File: src/pesc_regs.svh
`ifndef PESC_REGS_SVH
`define PESC_REGS_SVH
// Register indices on the management port.
`define PESC_ADDR_FALSE_CARRIER  5'h13
`define PESC_ADDR_TX_SEED        5'h14
`define PESC_ADDR_RX_ERR         5'h15
`define PESC_ADDR_RX_SEED        5'h16
`define PESC_ADDR_IRQ_STATUS     5'h1a
`define PESC_ADDR_IRQ_MASK       5'h1b
// Field positions and widths.
`define PESC_LOAD_BIT            15
`define PESC_SEED_W              11
`define PESC_CNT_W               16
`define PESC_CNT_MAX             16'hffff
`define PESC_SEED_ZERO           11'h000
// Interrupt status bit positions.
`define PESC_IRQ_FC              0
`define PESC_IRQ_RXERR           1
`define PESC_IRQ_FC_SAT          2
`define PESC_IRQ_RXERR_WRAP      3
`define PESC_IRQ_W               4
`endif

File: src/pesc_pkg.sv
package pesc_pkg;
   // Counter update behaviour at the top of the range.
   typedef enum logic {PESC_SATURATE, PESC_WRAP} pesc_ovf_t;
   typedef logic [15:0] pesc_word_t;
endpackage

File: src/pesc_event_end.sv
`timescale 1ns/1ps
`default_nettype none
// ************************************************************
// Synchronises an event level and pulses when it ends.
// ************************************************************
module pesc_event_end
(
   input  wire logic i_clk_sys,   // System clock.
   input  wire logic i_reset_n,   // Asynchronous reset, active low.
   input  wire logic i_level,     // Event level from outside the domain.
   output logic      o_end_pulse  // One pulse on the falling edge.
);
   logic meta_reg;
   logic sync_reg;
   logic prev_reg;

   // Two-stage synchroniser and an edge history stage.
   always_ff @(posedge i_clk_sys or negedge i_reset_n)
   begin
      if (!i_reset_n)
      begin
         meta_reg <= 1'b0;
         sync_reg <= 1'b0;
         prev_reg <= 1'b0;
      end
      else
      begin
         meta_reg <= i_level;
         sync_reg <= meta_reg;
         prev_reg <= sync_reg;
      end
   end

   // A long event gives one pulse only, at its end.
   assign o_end_pulse = prev_reg & ~sync_reg;
endmodule
`default_nettype wire

File: src/pesc_counter.sv
`include "pesc_regs.svh"
`timescale 1ns/1ps
`default_nettype none
// ************************************************************
// Sixteen-bit statistics counter, cleared when read.
// ************************************************************
module pesc_counter
   import pesc_pkg::*;
#(
   parameter pesc_ovf_t MODE = PESC_SATURATE
)
(
   input  wire logic       i_clk_sys,  // System clock.
   input  wire logic       i_reset_n,  // Asynchronous reset, active low.
   input  wire logic       i_inc,      // Count one event.
   input  wire logic       i_rd_clr,   // Read clears the count.
   output pesc_word_t      o_count,    // Current count.
   output logic            o_top       // Pulse when at maximum on increment.
);
   pesc_word_t count_next;

   // A clear with a simultaneous event leaves a count of one.
   always_comb
   begin
      count_next = o_count;
      if (i_rd_clr)
         count_next = 16'h0000;
      if (i_inc)
      begin
         if (i_rd_clr)
            count_next = 16'h0001;
         else if (o_count != `PESC_CNT_MAX)
            count_next = o_count + 16'h0001;
         else if (MODE == PESC_WRAP)
            count_next = 16'h0000;
      end
   end

   assign o_top = i_inc & ~i_rd_clr & (o_count == `PESC_CNT_MAX);

   // Count register, zero after reset.
   always_ff @(posedge i_clk_sys or negedge i_reset_n)
   begin
      if (!i_reset_n)
         o_count <= 16'h0000;
      else
         o_count <= count_next;
   end
endmodule
`default_nettype wire

File: src/pesc_top.sv
// Decided for this implementation: the strobed register port.
`include "pesc_regs.svh"
`timescale 1ns/1ps
`default_nettype none
module pesc_top
   import pesc_pkg::*;
(
   input  wire logic        i_clk_sys,       // System clock, 10 MHz.
   input  wire logic        i_reset_n,       // Asynchronous reset, active low.
   input  wire logic [4:0]  i_addr,          // Register index.
   input  wire logic [15:0] i_wdata,         // Write data.
   input  wire logic        i_wr,            // Write strobe.
   input  wire logic        i_rd,            // Read strobe.
   output logic      [15:0] o_rdata,         // Read data, one cycle later.
   input  wire logic        i_false_carrier, // False-carrier event level.
   input  wire logic        i_rx_err_pkt,    // Errored packet level, ends at packet end.
   input  wire logic        i_compat_mode,   // Legacy compatibility mode level.
   input  wire logic        i_tx_load_done,  // Scrambler has taken the seed.
   input  wire logic        i_rx_load_done,  // Descrambler has taken the seed.
   output logic      [10:0] o_tx_seed,       // Seed to the transmit scrambler.
   output logic             o_tx_load,       // Scrambler load request level.
   output logic             o_tx_bypass,     // Transmit scrambling bypassed.
   output logic      [10:0] o_rx_seed,       // Seed to the receive descrambler.
   output logic             o_rx_load,       // Descrambler load request level.
   output logic             o_rx_bypass,     // Receive descrambling bypassed.
   output logic             o_irq            // Interrupt, active high level.
);
   // ************************************************************
   // Input synchronisers and event detection.
   // ************************************************************
   // Event end pulses and synchronised level inputs.
   logic fc_end;
   logic rxe_end;
   logic compat_meta_reg;
   logic compat_reg;
   logic tx_done_meta_reg;
   logic tx_done_reg;
   logic rx_done_meta_reg;
   logic rx_done_reg;

   // False carrier counted once at its end.
   pesc_event_end u_fc_end
   (
      .i_clk_sys   (i_clk_sys),
      .i_reset_n   (i_reset_n),
      .i_level     (i_false_carrier),
      .o_end_pulse (fc_end)
   );

   // An errored packet counted once when its error flag drops.
   pesc_event_end u_rxe_end
   (
      .i_clk_sys   (i_clk_sys),
      .i_reset_n   (i_reset_n),
      .i_level     (i_rx_err_pkt),
      .o_end_pulse (rxe_end)
   );

   // Compatibility mode passes two flip-flops before any logic reads it.
   always_ff @(posedge i_clk_sys or negedge i_reset_n)
   begin
      if (!i_reset_n)
      begin
         compat_meta_reg <= 1'b0;
         compat_reg      <= 1'b0;
      end
      else
      begin
         compat_meta_reg <= i_compat_mode;
         compat_reg      <= compat_meta_reg;
      end
   end

   // Scrambler handshake level, synchronised the same way.
   always_ff @(posedge i_clk_sys or negedge i_reset_n)
   begin
      if (!i_reset_n)
      begin
         tx_done_meta_reg <= 1'b0;
         tx_done_reg      <= 1'b0;
      end
      else
      begin
         tx_done_meta_reg <= i_tx_load_done;
         tx_done_reg      <= tx_done_meta_reg;
      end
   end

   // Descrambler handshake level, synchronised the same way.
   always_ff @(posedge i_clk_sys or negedge i_reset_n)
   begin
      if (!i_reset_n)
      begin
         rx_done_meta_reg <= 1'b0;
         rx_done_reg      <= 1'b0;
      end
      else
      begin
         rx_done_meta_reg <= i_rx_load_done;
         rx_done_reg      <= rx_done_meta_reg;
      end
   end

   // ************************************************************
   // Register access decode.
   // ************************************************************
   // Compares a register index with one decoded address.
   function automatic logic hit(input logic [4:0] a, input logic [4:0] idx);
      hit = (a == idx);
   endfunction

   logic rd_fc;
   logic rd_rxe;
   logic wr_tx;
   logic wr_rx;
   logic wr_ist;
   logic wr_imask;

   // Each access is one strobe qualified by one register index.
   assign rd_fc    = i_rd & hit(i_addr, `PESC_ADDR_FALSE_CARRIER);
   assign rd_rxe   = i_rd & hit(i_addr, `PESC_ADDR_RX_ERR);
   assign wr_tx    = i_wr & hit(i_addr, `PESC_ADDR_TX_SEED);
   assign wr_rx    = i_wr & hit(i_addr, `PESC_ADDR_RX_SEED);
   assign wr_ist   = i_wr & hit(i_addr, `PESC_ADDR_IRQ_STATUS);
   assign wr_imask = i_wr & hit(i_addr, `PESC_ADDR_IRQ_MASK);

   // ************************************************************
   // Statistics counters.
   // ************************************************************
   // Current counts, read back through the data multiplexer.
   pesc_word_t fc_count;
   pesc_word_t rxe_count;
   logic       fc_top;
   logic       rxe_top;

   // False-carrier count saturates and clears on read.
   pesc_counter #(.MODE(PESC_SATURATE)) u_fc_cnt
   (
      .i_clk_sys (i_clk_sys),
      .i_reset_n (i_reset_n),
      .i_inc     (fc_end),
      .i_rd_clr  (rd_fc),
      .o_count   (fc_count),
      .o_top     (fc_top)
   );

   // Receive-error count wraps and clears on read.
   pesc_counter #(.MODE(PESC_WRAP)) u_rxe_cnt
   (
      .i_clk_sys (i_clk_sys),
      .i_reset_n (i_reset_n),
      .i_inc     (rxe_end),
      .i_rd_clr  (rd_rxe),
      .o_count   (rxe_count),
      .o_top     (rxe_top)
   );

   // ************************************************************
   // Scrambler and descrambler seed registers.
   // ************************************************************
   // Seed writes are dropped in compatibility mode.
   always_ff @(posedge i_clk_sys or negedge i_reset_n)
   begin
      if (!i_reset_n)
         o_tx_seed <= `PESC_SEED_ZERO;
      else if (compat_reg)
         o_tx_seed <= o_tx_seed;
      else if (wr_tx)
         o_tx_seed <= i_wdata[`PESC_SEED_W-1:0];
   end

   // Descrambler seed follows the same policy as the scrambler seed.
   always_ff @(posedge i_clk_sys or negedge i_reset_n)
   begin
      if (!i_reset_n)
         o_rx_seed <= `PESC_SEED_ZERO;
      else if (compat_reg)
         o_rx_seed <= o_rx_seed;
      else if (wr_rx)
         o_rx_seed <= i_wdata[`PESC_SEED_W-1:0];
   end

   // Load bits are set by software and cleared when the copy is done.
   always_ff @(posedge i_clk_sys or negedge i_reset_n)
   begin
      if (!i_reset_n)
         o_tx_load <= 1'b0;
      else if (wr_tx && i_wdata[`PESC_LOAD_BIT] && !compat_reg)
         o_tx_load <= 1'b1;
      else if (tx_done_reg || compat_reg)
         o_tx_load <= 1'b0;
   end

   // Descrambler load bit follows the same policy as the scrambler one.
   always_ff @(posedge i_clk_sys or negedge i_reset_n)
   begin
      if (!i_reset_n)
         o_rx_load <= 1'b0;
      else if (wr_rx && i_wdata[`PESC_LOAD_BIT] && !compat_reg)
         o_rx_load <= 1'b1;
      else if (rx_done_reg || compat_reg)
         o_rx_load <= 1'b0;
   end

   // Zero seed or compatibility mode bypasses the transmit path.
   always_ff @(posedge i_clk_sys or negedge i_reset_n)
   begin
      if (!i_reset_n)
         o_tx_bypass <= 1'b1;
      else
         o_tx_bypass <= compat_reg || (o_tx_seed == `PESC_SEED_ZERO);
   end

   // Zero seed or compatibility mode bypasses the receive path.
   always_ff @(posedge i_clk_sys or negedge i_reset_n)
   begin
      if (!i_reset_n)
         o_rx_bypass <= 1'b1;
      else
         o_rx_bypass <= compat_reg || (o_rx_seed == `PESC_SEED_ZERO);
   end

   // ************************************************************
   // Interrupt status and mask.
   // ************************************************************
   // Sticky status, its mask and the events of this cycle.
   logic [`PESC_IRQ_W-1:0] irq_status_reg;
   logic [`PESC_IRQ_W-1:0] irq_mask_reg;
   logic [`PESC_IRQ_W-1:0] irq_event;

   // Counted events and range events raise the sticky bits.
   assign irq_event = {rxe_top, fc_top, rxe_end, fc_end};

   // Sticky bits: a new event wins over a write-one clear.
   always_ff @(posedge i_clk_sys or negedge i_reset_n)
   begin
      if (!i_reset_n)
         irq_status_reg <= 4'h0;
      else
         irq_status_reg <= (irq_status_reg & ~(wr_ist ? i_wdata[`PESC_IRQ_W-1:0] : 4'h0))
                           | irq_event;
   end

   // Mask register, same layout as the status bits.
   always_ff @(posedge i_clk_sys or negedge i_reset_n)
   begin
      if (!i_reset_n)
         irq_mask_reg <= 4'h0;
      else if (wr_imask)
         irq_mask_reg <= i_wdata[`PESC_IRQ_W-1:0];
   end

   // Level interrupt, one cycle behind the status and mask.
   always_ff @(posedge i_clk_sys or negedge i_reset_n)
   begin
      if (!i_reset_n)
         o_irq <= 1'b0;
      else
         o_irq <= |(irq_status_reg & irq_mask_reg);
   end

   // ************************************************************
   // Read data, valid in the cycle after the strobe.
   // ************************************************************
   pesc_word_t rdata_next;

   // Reserved seed bits read as zero; unmapped indices read zero.
   always_comb
   begin
      rdata_next = 16'h0000;
      unique case (i_addr)
         `PESC_ADDR_FALSE_CARRIER: rdata_next = fc_count;
         `PESC_ADDR_TX_SEED:       rdata_next = {o_tx_load, 4'h0, o_tx_seed};
         `PESC_ADDR_RX_ERR:        rdata_next = rxe_count;
         `PESC_ADDR_RX_SEED:       rdata_next = {o_rx_load, 4'h0, o_rx_seed};
         `PESC_ADDR_IRQ_STATUS:    rdata_next = {12'h000, irq_status_reg};
         `PESC_ADDR_IRQ_MASK:      rdata_next = {12'h000, irq_mask_reg};
         default:                  rdata_next = 16'h0000;
      endcase
   end

   // Read data stand for one cycle, then fall back to zero.
   always_ff @(posedge i_clk_sys or negedge i_reset_n)
   begin
      if (!i_reset_n)
         o_rdata <= 16'h0000;
      else if (i_rd)
         o_rdata <= rdata_next;
      else
         o_rdata <= 16'h0000;
   end
endmodule
`default_nettype wire

File: config.mk
export PLATFORM = sky130hd
export DESIGN_NAME = pesc_top
export DESIGN_NICKNAME = d
export VERILOG_FILES = /design/src/pesc_pkg.sv /design/src/pesc_event_end.sv /design/src/pesc_counter.sv /design/src/pesc_top.sv
export VERILOG_INCLUDE_DIRS = /design/src
export SDC_FILE = /design/constraint.sdc
export NUM_CORES = 1
export LEC_CHECK = 0
export BUFFER_PORTS_ARGS = -buffer_cell sky130_fd_sc_hd__clkbuf_2
export CAP_MARGIN = 5
export CORE_UTILIZATION = 50
export DETAILED_ROUTE_END_ITERATION = 8
export GPL_ROUTABILITY_DRIVEN = 0
export PLACE_DENSITY = 0.75
export SYNTH_ARGS = -nofsm -noshare
export SYNTH_HDL_FRONTEND = slang
export SYNTH_SLANG_ARGS = --single-unit
File: constraint.sdc
create_clock -name i_clk_sys -period 2.13 [get_ports i_clk_sys]
set_clock_uncertainty 0.15 [all_clocks]
set_input_delay 0.1065 -clock i_clk_sys [delete_from_list [all_inputs] [get_ports i_clk_sys]]
set_output_delay 0.1065 -clock i_clk_sys [all_outputs]
set_load 0.005 [all_outputs]
# == After elaboration in Yosys (flattened, before gate mapping) ==
# Cells that the tools add are included.
# Widths: inputs -> output; s select.
# op_classes
n_addsub,2
n_eq_ne,10
muxes,15
bitwise,21
reduce_logical,17
# ops
op,n
$mux 16,9
$pmux 16 s6,1
$add 16x1->16 const B,2
$eq 16x16->1 const B,2
$ne 16x16->1 const B,2
$eq 5x5->1 const B,6
$logic_not 11->1,2
$and 1x1->1,12
$and 4x4->4,2
$reduce_bool 2->1,3
$not 1->1,5
$logic_and 1x1->1,4
$logic_or 1x1->1,4
$mux 1,4
$mux 4,1
$not 4->4,1
$or 4x4->4,1
$reduce_and 2->1,2
$reduce_or 4->1,1
$logic_not 1->1,1
# totals
reg_bits,95
input_bits,30
out_inout_bits,43
elab_cells,89

# == Longest topological paths before layout ==
# Gate-level depths: netlist of run 1.
# depth
depth_word,6
mapped_depth,7
depth_no_buf,6

# == Modules after synthesis ==
# Synthesis of run 1 repeated with hierarchy kept, for this count alone.
# unflattened
cells_unflattened,415
area_unflattened_um2,4748.3
# by_module_without_submodules
module,instances,cells_each,area_per_inst_um2,seq_area_each_um2
pesc_top,1,217,2688.8,1428.9
pesc_counter (u_rxe_cnt),1,97,963.4,400.4
pesc_counter (u_fc_cnt),1,93,918.4,400.4
pesc_event_end,2,4,88.8,75.1

# == Worst setup path before layout of run 1 ==
# OpenSTA, ideal clock, no wires.
# synth_path
kind,flip-flop to flip-flop
startpoint,reg u_fc_cnt.o_count[0]
endpoint,reg u_fc_cnt.o_count[6]
setup_ps,132
t_arrival_ps,1736
required_time_ps,1848
setup_slack_ps,112
path_stages_with_launch,8
path_buffers,1
synth_period_minus_slack_ps,2018
path_cell_list,dfrtp_1 -> ha_1 -> nand3_4 -> or4_1 -> buf_2 -> and4_4 -> xnor2_1 -> nor2_1
# synth_between
elab_chain_len,4
elab_cells_between_ends,5
cone_classes,add/sub (1); eq/ne (1); mux (3)
# synth_rtl
element,line,rtl
"start, declared",pesc_counter.sv:17,"output pesc_word_t o_count,"
"start signal, assigned",pesc_counter.sv:47,o_count <= count_next;
$add 16x1->16 / $ne 16x16->1 (equally long branches),-,
$mux 16 (*),pesc_counter.sv:32,else if (o_count != `PESC_CNT_MAX)
$mux 16 (*),pesc_counter.sv:30,if (i_rd_clr)
$mux 16 (*),pesc_counter.sv:28,if (i_inc)
named net u_fc_cnt.count_next[6],pesc_counter.sv:20,pesc_word_t count_next;
# Mark *: on every way through the listed nets, which the timed path passes. The rest lies on a longest branch.
# A chain may end at the register's enable or synchronous reset.

# == Final worst setup path of run 1 ==
# Same ends and word-level chain as after synthesis.

==> results of run 1 <==
==> per-layer routing <==
metal,share of wire,up-vias,GRT usage
li1,-,1665,-
met1,0.43,1765,0.358
met2,0.48,157,0.429
met3,0.068,23,0.0548
met4,0.022,0,0.0987
met5,0,-,0
==> cell families (layout without fill, tap and decap cells) <==
| group | count (synthesis) | in the layout | share of synthesized area |
|---|---|---|---|
| muxes | 27 | 27 | 0.0709 |
| xor gates and xnor gates | 11 | 11 | 0.0226 |
| adders and majority gates | 2 | 2 | 0.00586 |
| buffers and inverters | 20 | 133 | 0.0205 |
| DFF | 95 | 95 | 0.557 |
| AOI/OAI and AO/OA | 94 | 94 | 0.144 |
| and+or+nand+nor | 137 | 137 | 0.179 |
==> where the power goes <==
group	switching (mW)	internal (mW)
combinational	0.468	0.458
sequential	0.328	2.09
clock	0.644	0.670
==> what timing repair did <==
action | 4_1_cts | 5_1_grt
endpoints found under the hold margin | 134 | 0
hold buffers | 20 | 0
resized for setup | 0 | 0
==> area by class of cell <==
| class | instances | area [um2] | area share |
|---|---|---|---|
| Inverter | 3 | 11.3 | 0.00212 |
| Multi-Input combinational cell | 271 | 1810 | 0.341 |
| Clock buffer | 10 | 128 | 0.0241 |
| Sequential cell | 95 | 2380 | 0.449 |
| Timing Repair Buffer | 114 | 751 | 0.142 |
| Clock inverter | 6 | 93.8 | 0.0177 |
| Tap cell | 105 | 131 | 0.0248 |
==> how the worst max path moves through the flow <==
stage / to / depth (start not counted) / slack (ns)
6_report: u_fc_cnt.o_count[6] / 6 / 0.10
5_1_grt: u_fc_cnt.o_count[6] / 6 / 0.02
4_1_cts: u_fc_cnt.o_count[6] / 6 / 0.09
3_5_place_dp: u_fc_cnt.o_count[6] / 6 / 0.10
3_3_place_gp: u_fc_cnt.o_count[6] / 6 / 0.14
2_1_floorplan: u_fc_cnt.o_count[6] / 7 / 0.11
==> layout by cell type, fill, tap and decap left out, types with 16 or more instances in the layout <==
cell type      netlist  routed
dfrtp_1             93      93
clkbuf_2             0      67
nand2_1             33      33
a22oi_1             30      30
mux2_2              26      26
buf_4                1      26
nor2_1              24      24
a21oi_1             21      21
dlygate4sd3_1        0      20
o21ai_0             16      16
==> metrics by stage <==
step | util | hold WS [ns] | setup slack, ns
2_1_floorplan | - | -0.339 | 0.112
3_3_place_gp | 0.591 | -0.120 | 0.144
3_5_place_dp | 0.591 | -0.116 | 0.102
4_1_cts | 0.642 | 0.0384 | 0.0925
5_1_grt | 0.642 | 0.0523 | 0.0193
6_report | 0.642 | 0.0418 | 0.100
==> impl_results.rst, run 1 <==
.. list-table::
   :header-rows: 1

   * - Metric
     - Value
   * - Tightest slew margin relative to the limit
     - 0.462
   * - Count of inserted antenna diode cells
     - 0
   * - Total number of H-tree levels
     - 3
   * - Unrepaired setup endpoints after global routing
     - false
   * - Crit path arrival time
     - 2.13 ns
   * - Regs by FF count
     - o_rdata x16, u_fc_cnt.o_count x16, u_rxe_cnt.o_count x16
   * - Fraction of the yosys area taken by sequential cells
     - 0.557
   * - Synth Area per Inst
     - 11.1 um2
   * - Starting density of the core
     - 0.517
   * - Critical path launch point
     - u_fc_cnt.o_count[0]
   * - Overall Power
     - 4.66 mW
   * - Routed via count
     - 3,610
   * - Number of buffers inserted to repair setup after CTS
     - 0
   * - Cell count after synthesis
     - 386
   * - Reg-to-reg slack, setup
     - 0.10 ns
   * - Remaining global-route overflow
     - 0
   * - Pin count of the biggest net entering global routing
     - 43
   * - Max capacitance violation total
     - 0
   * - Wire length of the first global-routing pass
     - 17,900 um
   * - Root Driver
     - clkbuf_8
   * - Final Hold Fails
     - 0
   * - Final count of negative-setup-slack endpoints
     - 0
   * - DRC violations left
     - 0
   * - Maximum count of clock buffers along a single path
     - 2
   * - Leakage power total
     - 2.37 nW
   * - FF-to-FF path depth
     - 6
   * - Yosys synthesis warning count
     - 0
   * - Avg Vias per Cell
     - 5.98
   * - Post-layout nets
     - 526
   * - Endpoint kind of the worst setup timing path
     - flip-flop
   * - Delay of the slowest cell on the worst path
     - 0.65 ns
   * - Number of violations reported at the end of detailed-routing iteration 0
     - 276
   * - Final period util
     - 0.953
   * - Reg-to-reg critical path endpoint
     - u_fc_cnt.o_count[6]
   * - Number of buffers added on ports
     - 68
   * - Post-Route WL
     - 10,900 um
   * - Number of placement rows
     - 33
   * - Number of buffer and inverter instances along the worst setup path
     - 0
   * - Netlist cell types
     - 48
   * - Antenna Violating Nets Remaining
     - 0
   * - CTS sink count
     - 95
   * - Number of fillers in the final layout
     - 662
   * - RR Startpoint
     - u_fc_cnt.o_count[0]
   * - Flip-flop and latch count after synthesis
     - 95
   * - Total negative slack
     - 0 ns
   * - Height of the die
     - 94.4 um
   * - Crit path launch type
     - flip-flop
   * - Most numerous cell in the Yosys netlist
     - dfrtp_1
   * - Post-route minimum period
     - 2.03 ns
   * - Status
     - completed
   * - Top-area cell type share of the netlist area
     - 0.545
   * - Avg WL per Cell
     - 18.1 um
   * - Sum of net half-perimeters after detailed placement
     - 7730 um
   * - Post-Syn Nets
     - 418
   * - Largest voltage drop on the vdd net
     - 429 uV
   * - Power density cells
     - 878 nW/um2
   * - Commonest register cell after synthesis
     - dfrtp_1
   * - Synth area leaders
     - dfrtp_1, mux2_2, a22oi_1, nand2_1, a21oi_1
   * - Total die area
     - 8910 um2
   * - Family with the most delay on the worst path
     - simple AND/OR/NAND/NOR gates
   * - Chip Width
     - 94.4 um
   * - Total iterations of the first detailed-routing run
     - 5
   * - Placement Cell Area
     - 4880 um2
   * - Share of post-route cells with drive strength above 1
     - 0.299
   * - Cell type of the slowest stage on the worst timing path
     - or4_1
   * - Fraction of synthesis flops using an asynchronous set or reset pin
     - 1.00
   * - Peak Freq
     - 0.493 GHz
   * - I/O Pins
     - 73
   * - Growth of design area from synthesis to finish
     - 24.2%
   * - Number of global-route vias before repair
     - 3,547
   * - Required time at the worst-slack endpoint
     - 2.23 ns
   * - Leading cell types by count after synthesis
     - dfrtp_1, nand2_1, a22oi_1
   * - Cell accounting for the most synthesized area
     - dfrtp_1
   * - Max-slew violation total from the final report
     - 0
   * - Combined global-route utilization of all metal layers
     - 0.267
   * - Inserted Clock Buffers
     - 9
   * - Core ar.
     - 8260 um2
   * - Slew at the pin closest to its max-slew limit
     - 0.799 ns
   * - Class of the worst hold path
     - primary input to async pin
   * - CP Cell Sequence
     - ha_1, nand3_4, or4_1, and4_4, xnor2_1, nor2_1
   * - Critical Setup Path Class
     - flip-flop to flip-flop
   * - Maximum fanout along the worst path
     - 6
   * - Design Area, Final
     - 5300 um2
   * - Antenna violations before repair
     - 0
   * - Number of standard cells in the final layout excluding fillers
     - 604
   * - Reg clk slew, reported paths
     - 0.09 ns
   * - Insertion delay to the later sink of the worst-skew pair
     - 0.36 ns
   * - Placed instance count
     - 568
   * - Netlist Area Pre-Place
     - 4270 um2
   * - Number of flops mapped to enable cells by yosys
     - 0
   * - CTS tree
     - yes
Power figures use the tool's default switching activity.
==> run 2: changes to the inputs <==
--- a/config.mk
+++ b/config.mk
@@ -8,6 +8,7 @@
 export LEC_CHECK = 0
 export BUFFER_PORTS_ARGS = -buffer_cell sky130_fd_sc_hd__clkbuf_2
 export CAP_MARGIN = 5
+export CORE_ASPECT_RATIO = 0.7
 export CORE_UTILIZATION = 50
 export DETAILED_ROUTE_END_ITERATION = 8
 export GPL_ROUTABILITY_DRIVEN = 0
==> impl_results.rst, run 2 (synthesis gave the netlist of run 1 again) <==
.. list-table::
   :header-rows: 1

   * - Metric
     - Value
   * - Largest voltage drop on the vdd net
     - 678 uV (+58%)
   * - Number of violations reported at the end of detailed-routing iteration 0
     - 281 (+1.8%)
   * - CP Cell Sequence
     - and4_1, and4_1, a21oi_2, buf_4, a21o_1, a22o_1
   * - Max-slew violation total from the final report
     - 0 (unchanged)
   * - Number of global-route vias before repair
     - 3,564 (+0.48%)
   * - Max capacitance violation total
     - 0 (unchanged)
   * - I/O Pins
     - 73 (unchanged)
   * - CTS sink count
     - 95 (unchanged)
   * - Number of placement rows
     - 27 (-18%)
   * - Pin count of the biggest net entering global routing
     - 66 (+53%)
   * - Total die area
     - 8920 um2 (about the same)
   * - Share of post-route cells with drive strength above 1
     - 0.306 (+0.00696)
   * - Total negative slack
     - 0 ns (unchanged)
   * - Avg WL per Cell
     - 18.8 um (+4.1%)
   * - CTS tree
     - yes
   * - Number of standard cells in the final layout excluding fillers
     - 605 (+0.17%)
   * - Sum of net half-perimeters after detailed placement
     - 8050 um (+4.1%)
   * - Final Hold Fails
     - 0 (unchanged)
   * - Post-Route WL
     - 11,400 um (+4.2%)
   * - Post-layout nets
     - 531 (+0.95%)
   * - Maximum fanout along the worst path
     - 9 (+3)
   * - Final count of negative-setup-slack endpoints
     - 0 (unchanged)
   * - Cell type of the slowest stage on the worst timing path
     - dfrtp_1
   * - Starting density of the core
     - 0.529 (+0.0118)
   * - DRC violations left
     - 0 (unchanged)
   * - Number of fillers in the final layout
     - 622 (-6.0%)
   * - Slew at the pin closest to its max-slew limit
     - 0.668 ns (-0.132 ns)
   * - Count of inserted antenna diode cells
     - 0 (unchanged)
   * - Delay of the slowest cell on the worst path
     - 0.44 ns (-0.21 ns)
   * - Peak Freq
     - 0.507 GHz (+2.9%)
   * - Leading cell types in the layout, fill and taps excluded
     - dfrtp_1, clkbuf_2, nand2_1, buf_4, a22oi_1
   * - Class of the worst hold path
     - primary input to async pin
   * - Routed via count
     - 3,660 (+1.4%)
   * - Chip Width
     - 112 um (+19%)
   * - Combined global-route utilization of all metal layers
     - 0.276 (+0.00908)
   * - Endpoint kind of the worst setup timing path
     - flip-flop
   * - Most common cell after layout, fill and taps aside
     - dfrtp_1
   * - Tightest slew margin relative to the limit
     - 0.551 (+0.0893)
   * - Wire length of the first global-routing pass
     - 18,500 um (+3.5%)
   * - Avg Vias per Cell
     - 6.05 (+1.2%)
   * - Family with the most delay on the worst path
     - simple AND/OR/NAND/NOR gates
   * - Unrepaired setup endpoints after global routing
     - false
   * - Regs by FF count
     - o_rdata x16, u_fc_cnt.o_count x16, u_rxe_cnt.o_count x16
   * - Root Driver
     - clkbuf_16
   * - Placed instance count
     - 569 (+0.18%)
   * - Reg clk slew, reported paths
     - 0.06 ns (-0.03 ns)
   * - Required time at the worst-slack endpoint
     - 2.21 ns (-0.02 ns)
   * - Number of buffers added on ports
     - 68 (unchanged)
   * - Maximum count of clock buffers along a single path
     - 2 (unchanged)
   * - Remaining global-route overflow
     - 0 (unchanged)
   * - Insertion delay to the later sink of the worst-skew pair
     - 0.34 ns (-0.02 ns)
   * - Core Util, Final
     - 0.676 (+0.0340)
   * - Antenna Violating Nets Remaining
     - 0 (unchanged)
   * - Crit path launch type
     - flip-flop
   * - Status
     - completed
   * - Total number of H-tree levels
     - 3 (unchanged)
   * - Critical Setup Path Class
     - flip-flop to flip-flop
   * - Power density cells
     - 945 nW/um2 (+7.6%)
   * - Total iterations of the first detailed-routing run
     - 5 (unchanged)
   * - Most prevalent standard cell on the critical path
     - and4_1
   * - Height of the die
     - 79.3 um (-16%)
   * - Number of buffer and inverter instances along the worst setup path
     - 1 (+1)
   * - Inserted Clock Buffers
     - 9 (unchanged)
   * - Growth of design area from synthesis to finish
     - 27.8%
   * - Final period util
     - 0.926 (-0.0268)
   * - Core ar.
     - 8070 um2 (-2.2%)
   * - Antenna violations before repair
     - 0 (unchanged)
   * - Crit path arrival time
     - 2.05 ns (-0.08 ns)
   * - Leakage power total
     - 2.46 nW (+3.7%)
   * - Post-route minimum period
     - 1.97 ns (-0.0571 ns)
[run 2: cell types whose count changed in the layout (fill, tap and decap cells not counted), sizes merged]
cell      previous run  this run
bufinv               2         3
buf                 27        32
clkinv               2         1
clkinvlp             1         0
clkbuf              77        79
inv                  4         3
[run 2: worst paths after layout]
path / startpoint / cells after the start / endpoint / slack, ns
hold / removal: i_reset_n / 2 / o_rx_seed[6] / 0.08
max in group asynchronous: i_reset_n / 3 / o_rx_bypass / 1.03
hold reg to reg: u_rxe_end.meta_reg / 0 / u_rxe_end.sync_reg / 0.20
setup reg to reg: u_rxe_cnt.o_count[3] / 6 / u_rxe_cnt.o_count[5] / 0.16
setup / recovery: u_rxe_cnt.o_count[3] / 6 / u_rxe_cnt.o_count[5] / 0.16
min in group i_clk_sys: i_addr[4] / 3 / o_rdata[9] / 0.14
[run 2: area by class of cell]
cell class	instances	area, um2	share of cell area
clock buffers	12	246	0.0452
clock inverters	4	95.1	0.0174
inverters	3	11.3	0.00206
well taps	101	126	0.0231
multi-input cells	271	1810	0.332
repair buffers	119	788	0.144
flip-flops and latches	95	2380	0.436
[run 2: what timing repair did]
action	4_1_cts	5_1_grt
hold buffers	20	0
setup endpoints to repair	0	1
endpoints found under the hold margin	135	0
gates resized for setup	0	1
setup buffers	0	0
[run 2: report_power, final]
group          leakage (nW)  internal [mW]  switching (mW)  total [mW]
Sequential             1.21           2.09           0.321        2.42
Combinational          1.08          0.447           0.456       0.902
Clock                 0.167           1.18           0.664        1.84
Total                  2.46           3.72            1.44        5.16
[run 2: metrics by stage]
step           total power, mW  setup slack, ns  hold WS, ns  instance area [um2]
3_3_place_gp              3.24            0.162      -0.0874                 4910
4_1_cts                   5.17            0.136       0.0938                 5460
6_report                  5.16            0.157       0.0843                 5460
5_1_grt                   5.38           0.0159        0.116                 5460
2_1_floorplan             2.83            0.112       -0.339                 4270
3_5_place_dp              3.29            0.149      -0.0875                 4910
[run 2: per-layer routing]
layer | global-route usage | vias up | part of all wire
li1 | - | 1672 | -
met1 | 0.364 | 1786 | 0.42
met2 | 0.454 | 183 | 0.47
met3 | 0.0702 | 19 | 0.087
met4 | 0.0827 | 0 | 0.018
met5 | 0 | - | 0
[run 2: worst reg2reg max path, stage by stage (launching register included)]
cell	delay, ns
dfrtp_1	0.44
and4_1	0.31
and4_1	0.34
a21oi_2	0.10
buf_4	0.18
a21o_1	0.16
a22o_1	0.18
==> run 3: changes to the inputs <==
--- a/config.mk
+++ b/config.mk
@@ -10,9 +10,11 @@
 export CAP_MARGIN = 5
 export CORE_ASPECT_RATIO = 0.7
 export CORE_UTILIZATION = 50
+export CTS_CLUSTER_SIZE = 40
 export DETAILED_ROUTE_END_ITERATION = 8
 export GPL_ROUTABILITY_DRIVEN = 0
-export PLACE_DENSITY = 0.75
+export PLACE_DENSITY = 0.72
+export RECOVER_POWER = 25
 export SYNTH_ARGS = -nofsm -noshare
 export SYNTH_HDL_FRONTEND = slang
 export SYNTH_SLANG_ARGS = --single-unit
==> constraint.sdc (replaced) <==
create_clock -name i_clk_sys -period 2.5 [get_ports i_clk_sys]
set_clock_uncertainty 0.15 [all_clocks]
set_input_delay 0.125 -clock i_clk_sys [delete_from_list [all_inputs] [get_ports i_clk_sys]]
set_output_delay 0.125 -clock i_clk_sys [all_outputs]
set_load 0.005 [all_outputs]
==> impl_results.rst, run 3 (synthesis gave the netlist of run 1 again) <==
.. list-table::
   :header-rows: 1

   * - Metric
     - Value
   * - Status
     - completed
   * - DRC violations left
     - 0 (unchanged)
   * - Unrepaired setup endpoints after global routing
     - false
   * - Number of global-route vias before repair
     - 3,404 (-4.5%)
   * - Share of post-route cells with drive strength above 1
     - 0.285 (-0.0207)
   * - CTS sink count
     - 95 (unchanged)
   * - Critical Setup Path Class
     - flip-flop to flip-flop
   * - Endpoint kind of the worst setup timing path
     - flip-flop
   * - Power density cells
     - 818 nW/um2 (-13%)
   * - Total number of H-tree levels
     - 3 (unchanged)
   * - Pin count of the biggest net entering global routing
     - 45 (-32%)
   * - Combinational share of power
     - 0.139 (-0.036)
   * - Max-slew violation total from the final report
     - 0 (unchanged)
   * - Switching portion of total power
     - 0.276 (-0.00311)
   * - Number of placement rows
     - 27 (unchanged)
   * - Max capacitance violation total
     - 0 (unchanged)
   * - Avg WL per Cell
     - 18.4 um (-2.3%)
   * - Core ar.
     - 8070 um2 (unchanged)
   * - Chip Width
     - 112 um (unchanged)
   * - Number of buffers inserted to repair setup after CTS
     - 0 (unchanged)
   * - Register share of total power
     - 0.486 (+0.018)
   * - Leading cell types in the layout, fill and taps excluded
     - dfrtp_1, clkbuf_2, nand2_1, a22oi_1, mux2_2
   * - Overall Power
     - 4.38 mW (-15%)
   * - Peak Freq
     - 0.446 GHz (-12%)
   * - Avg Vias per Cell
     - 6.08 (+0.56%)
   * - Post-Route WL
     - 10,800 um (-4.9%)
   * - Root Driver
     - clkbuf_16
   * - Post-layout nets
     - 515 (-3.0%)
   * - Slew at the pin closest to its max-slew limit
     - 1.15 ns (+0.482 ns)
   * - Largest voltage drop on the vdd net
     - 478 uV (-30%)
   * - Crit path arrival time
     - 2.32 ns (+0.27 ns)
   * - Maximum fanout along the worst path
     - 8 (-1)
   * - Sum of net half-perimeters after detailed placement
     - 7690 um (-4.4%)
   * - Insertion delay to the later sink of the worst-skew pair
     - 0.34 ns (about the same)
   * - Final period util
     - 0.898 (-0.0283)
   * - Total die area
     - 8920 um2 (unchanged)
   * - CTS tree
     - yes
   * - Antenna violations before repair
     - 0 (unchanged)
   * - Count of inserted antenna diode cells
     - 0 (unchanged)
   * - Regs by FF count
     - o_rdata x16, u_fc_cnt.o_count x16, u_rxe_cnt.o_count x16
   * - Starting density of the core
     - 0.529 (unchanged)
   * - Final count of negative-setup-slack endpoints
     - 0 (unchanged)
   * - Most common cell after layout, fill and taps aside
     - dfrtp_1
   * - Inserted Clock Buffers
     - 9 (unchanged)
   * - Final Hold Fails
     - 0 (unchanged)
   * - Wire length of the first global-routing pass
     - 17,500 um (-5.6%)
   * - Growth of design area from synthesis to finish
     - 25.3%
   * - Net switching component of the power
     - 1.21 mW (-16%)
   * - Post_cts resized
     - 0 (unchanged)
   * - Total iterations of the first detailed-routing run
     - 6 (+1)
   * - Post-route minimum period
     - 2.24 ns (+0.272 ns)
   * - I/O Pins
     - 73 (unchanged)
   * - Share of total power in the clock network
     - 0.375 (+0.018)
   * - Internal power
     - 3.17 mW (-15%)
   * - Number of violations reported at the end of detailed-routing iteration 0
     - 281 (unchanged)
   * - Leakage power total
     - 2.39 nW (-2.8%)
   * - Maximum count of clock buffers along a single path
     - 2 (unchanged)
   * - Tightest slew margin relative to the limit
     - 0.234 (-0.317)
   * - Required time at the worst-slack endpoint
     - 2.58 ns (+0.37 ns)
   * - Antenna Violating Nets Remaining
     - 0 (unchanged)
   * - Total negative slack
     - 0 ns (unchanged)
   * - Height of the die
     - 79.3 um (unchanged)
   * - Reg clk slew, reported paths
     - 0.07 ns (about the same)
   * - Class of the worst hold path
     - primary input to flip-flop
   * - Crit path launch type
     - flip-flop
   * - Number of buffers added on ports
     - 68 (unchanged)
   * - Routed via count
     - 3,583 (-2.1%)
   * - Combined global-route utilization of all metal layers
     - 0.263 (-0.0134)
   * - Remaining global-route overflow
     - 0 (unchanged)
## run 3: final timing paths
kind                                startpoint              endpoint  slack, ns  cells past startpoint
min in group asynchronous            i_reset_n  u_rxe_cnt.o_count[9]       0.40                      2
max in group asynchronous            i_reset_n           o_rdata[12]       0.94                      3
setup / recovery           u_fc_cnt.o_count[0]   u_fc_cnt.o_count[6]       0.26                      6
setup reg to reg           u_fc_cnt.o_count[0]   u_fc_cnt.o_count[6]       0.26                      6
hold / removal                       i_addr[0]     irq_status_reg[1]       0.17                      5
hold reg to reg                compat_meta_reg            compat_reg       0.20                      0
## run 3: stage by stage
step	instance area [um2]	hold WS (ns)	util	std cells	setup WS (ns)
after detailed placement	4790	0.0191	0.594	553	0.295
after CTS	5350	0.138	0.663	589	0.290
after floorplan	4270	-0.321	-	386	0.482
after global placement	4790	0.0208	0.594	553	0.345
after global routing	5350	0.167	0.663	589	0.169
final	5350	0.171	0.663	589	0.255
## run 3: final cells by class
class	instances	area (um2)
multi-input cells	271	1810
clock buffers	9	225
flip-flops and latches	95	2380
inverters	3	11.3
well taps	101	126
fillers	603	2720
clock inverters	7	135
repair buffers	103	666
## run 3: power groups by stage
| stage | registers, mW | clock network (mW) | logic, mW |
|---|---|---|---|
| CTS | 2.12 | 1.66 | 0.609 |
| detailed placement | 2.14 | 0 | 0.577 |
| global route | 2.17 | 1.73 | 0.677 |
| global placement | 2.12 | 0 | 0.561 |
| floorplan | 2.05 | 0 | 0.361 |
| finish | 2.13 | 1.64 | 0.609 |
## run 3: routing by layer
layer  track usage  share of wire  wire length, um
met1         0.362           0.45             4900
met2         0.419           0.46             5000
met3        0.0656          0.072              779
met4        0.0680          0.016              174
met5             0              0                0
## run 3: critical path, stage by stage (launching register included)
cell and delay, ns:
dfrtp_1 0.46, ha_1 0.27, nand3_4 0.14, or4_1 0.68, and4_4 0.25, xnor2_1 0.13, nor2_1 0.05
## run 3: timing repair
| item | 4_1_cts | 5_1_grt |
|---|---|---|
| setup endpoints to repair | 0 | 0 |
| endpoints found under the hold margin | 82 | 0 |
| hold buffers | 20 | 0 |
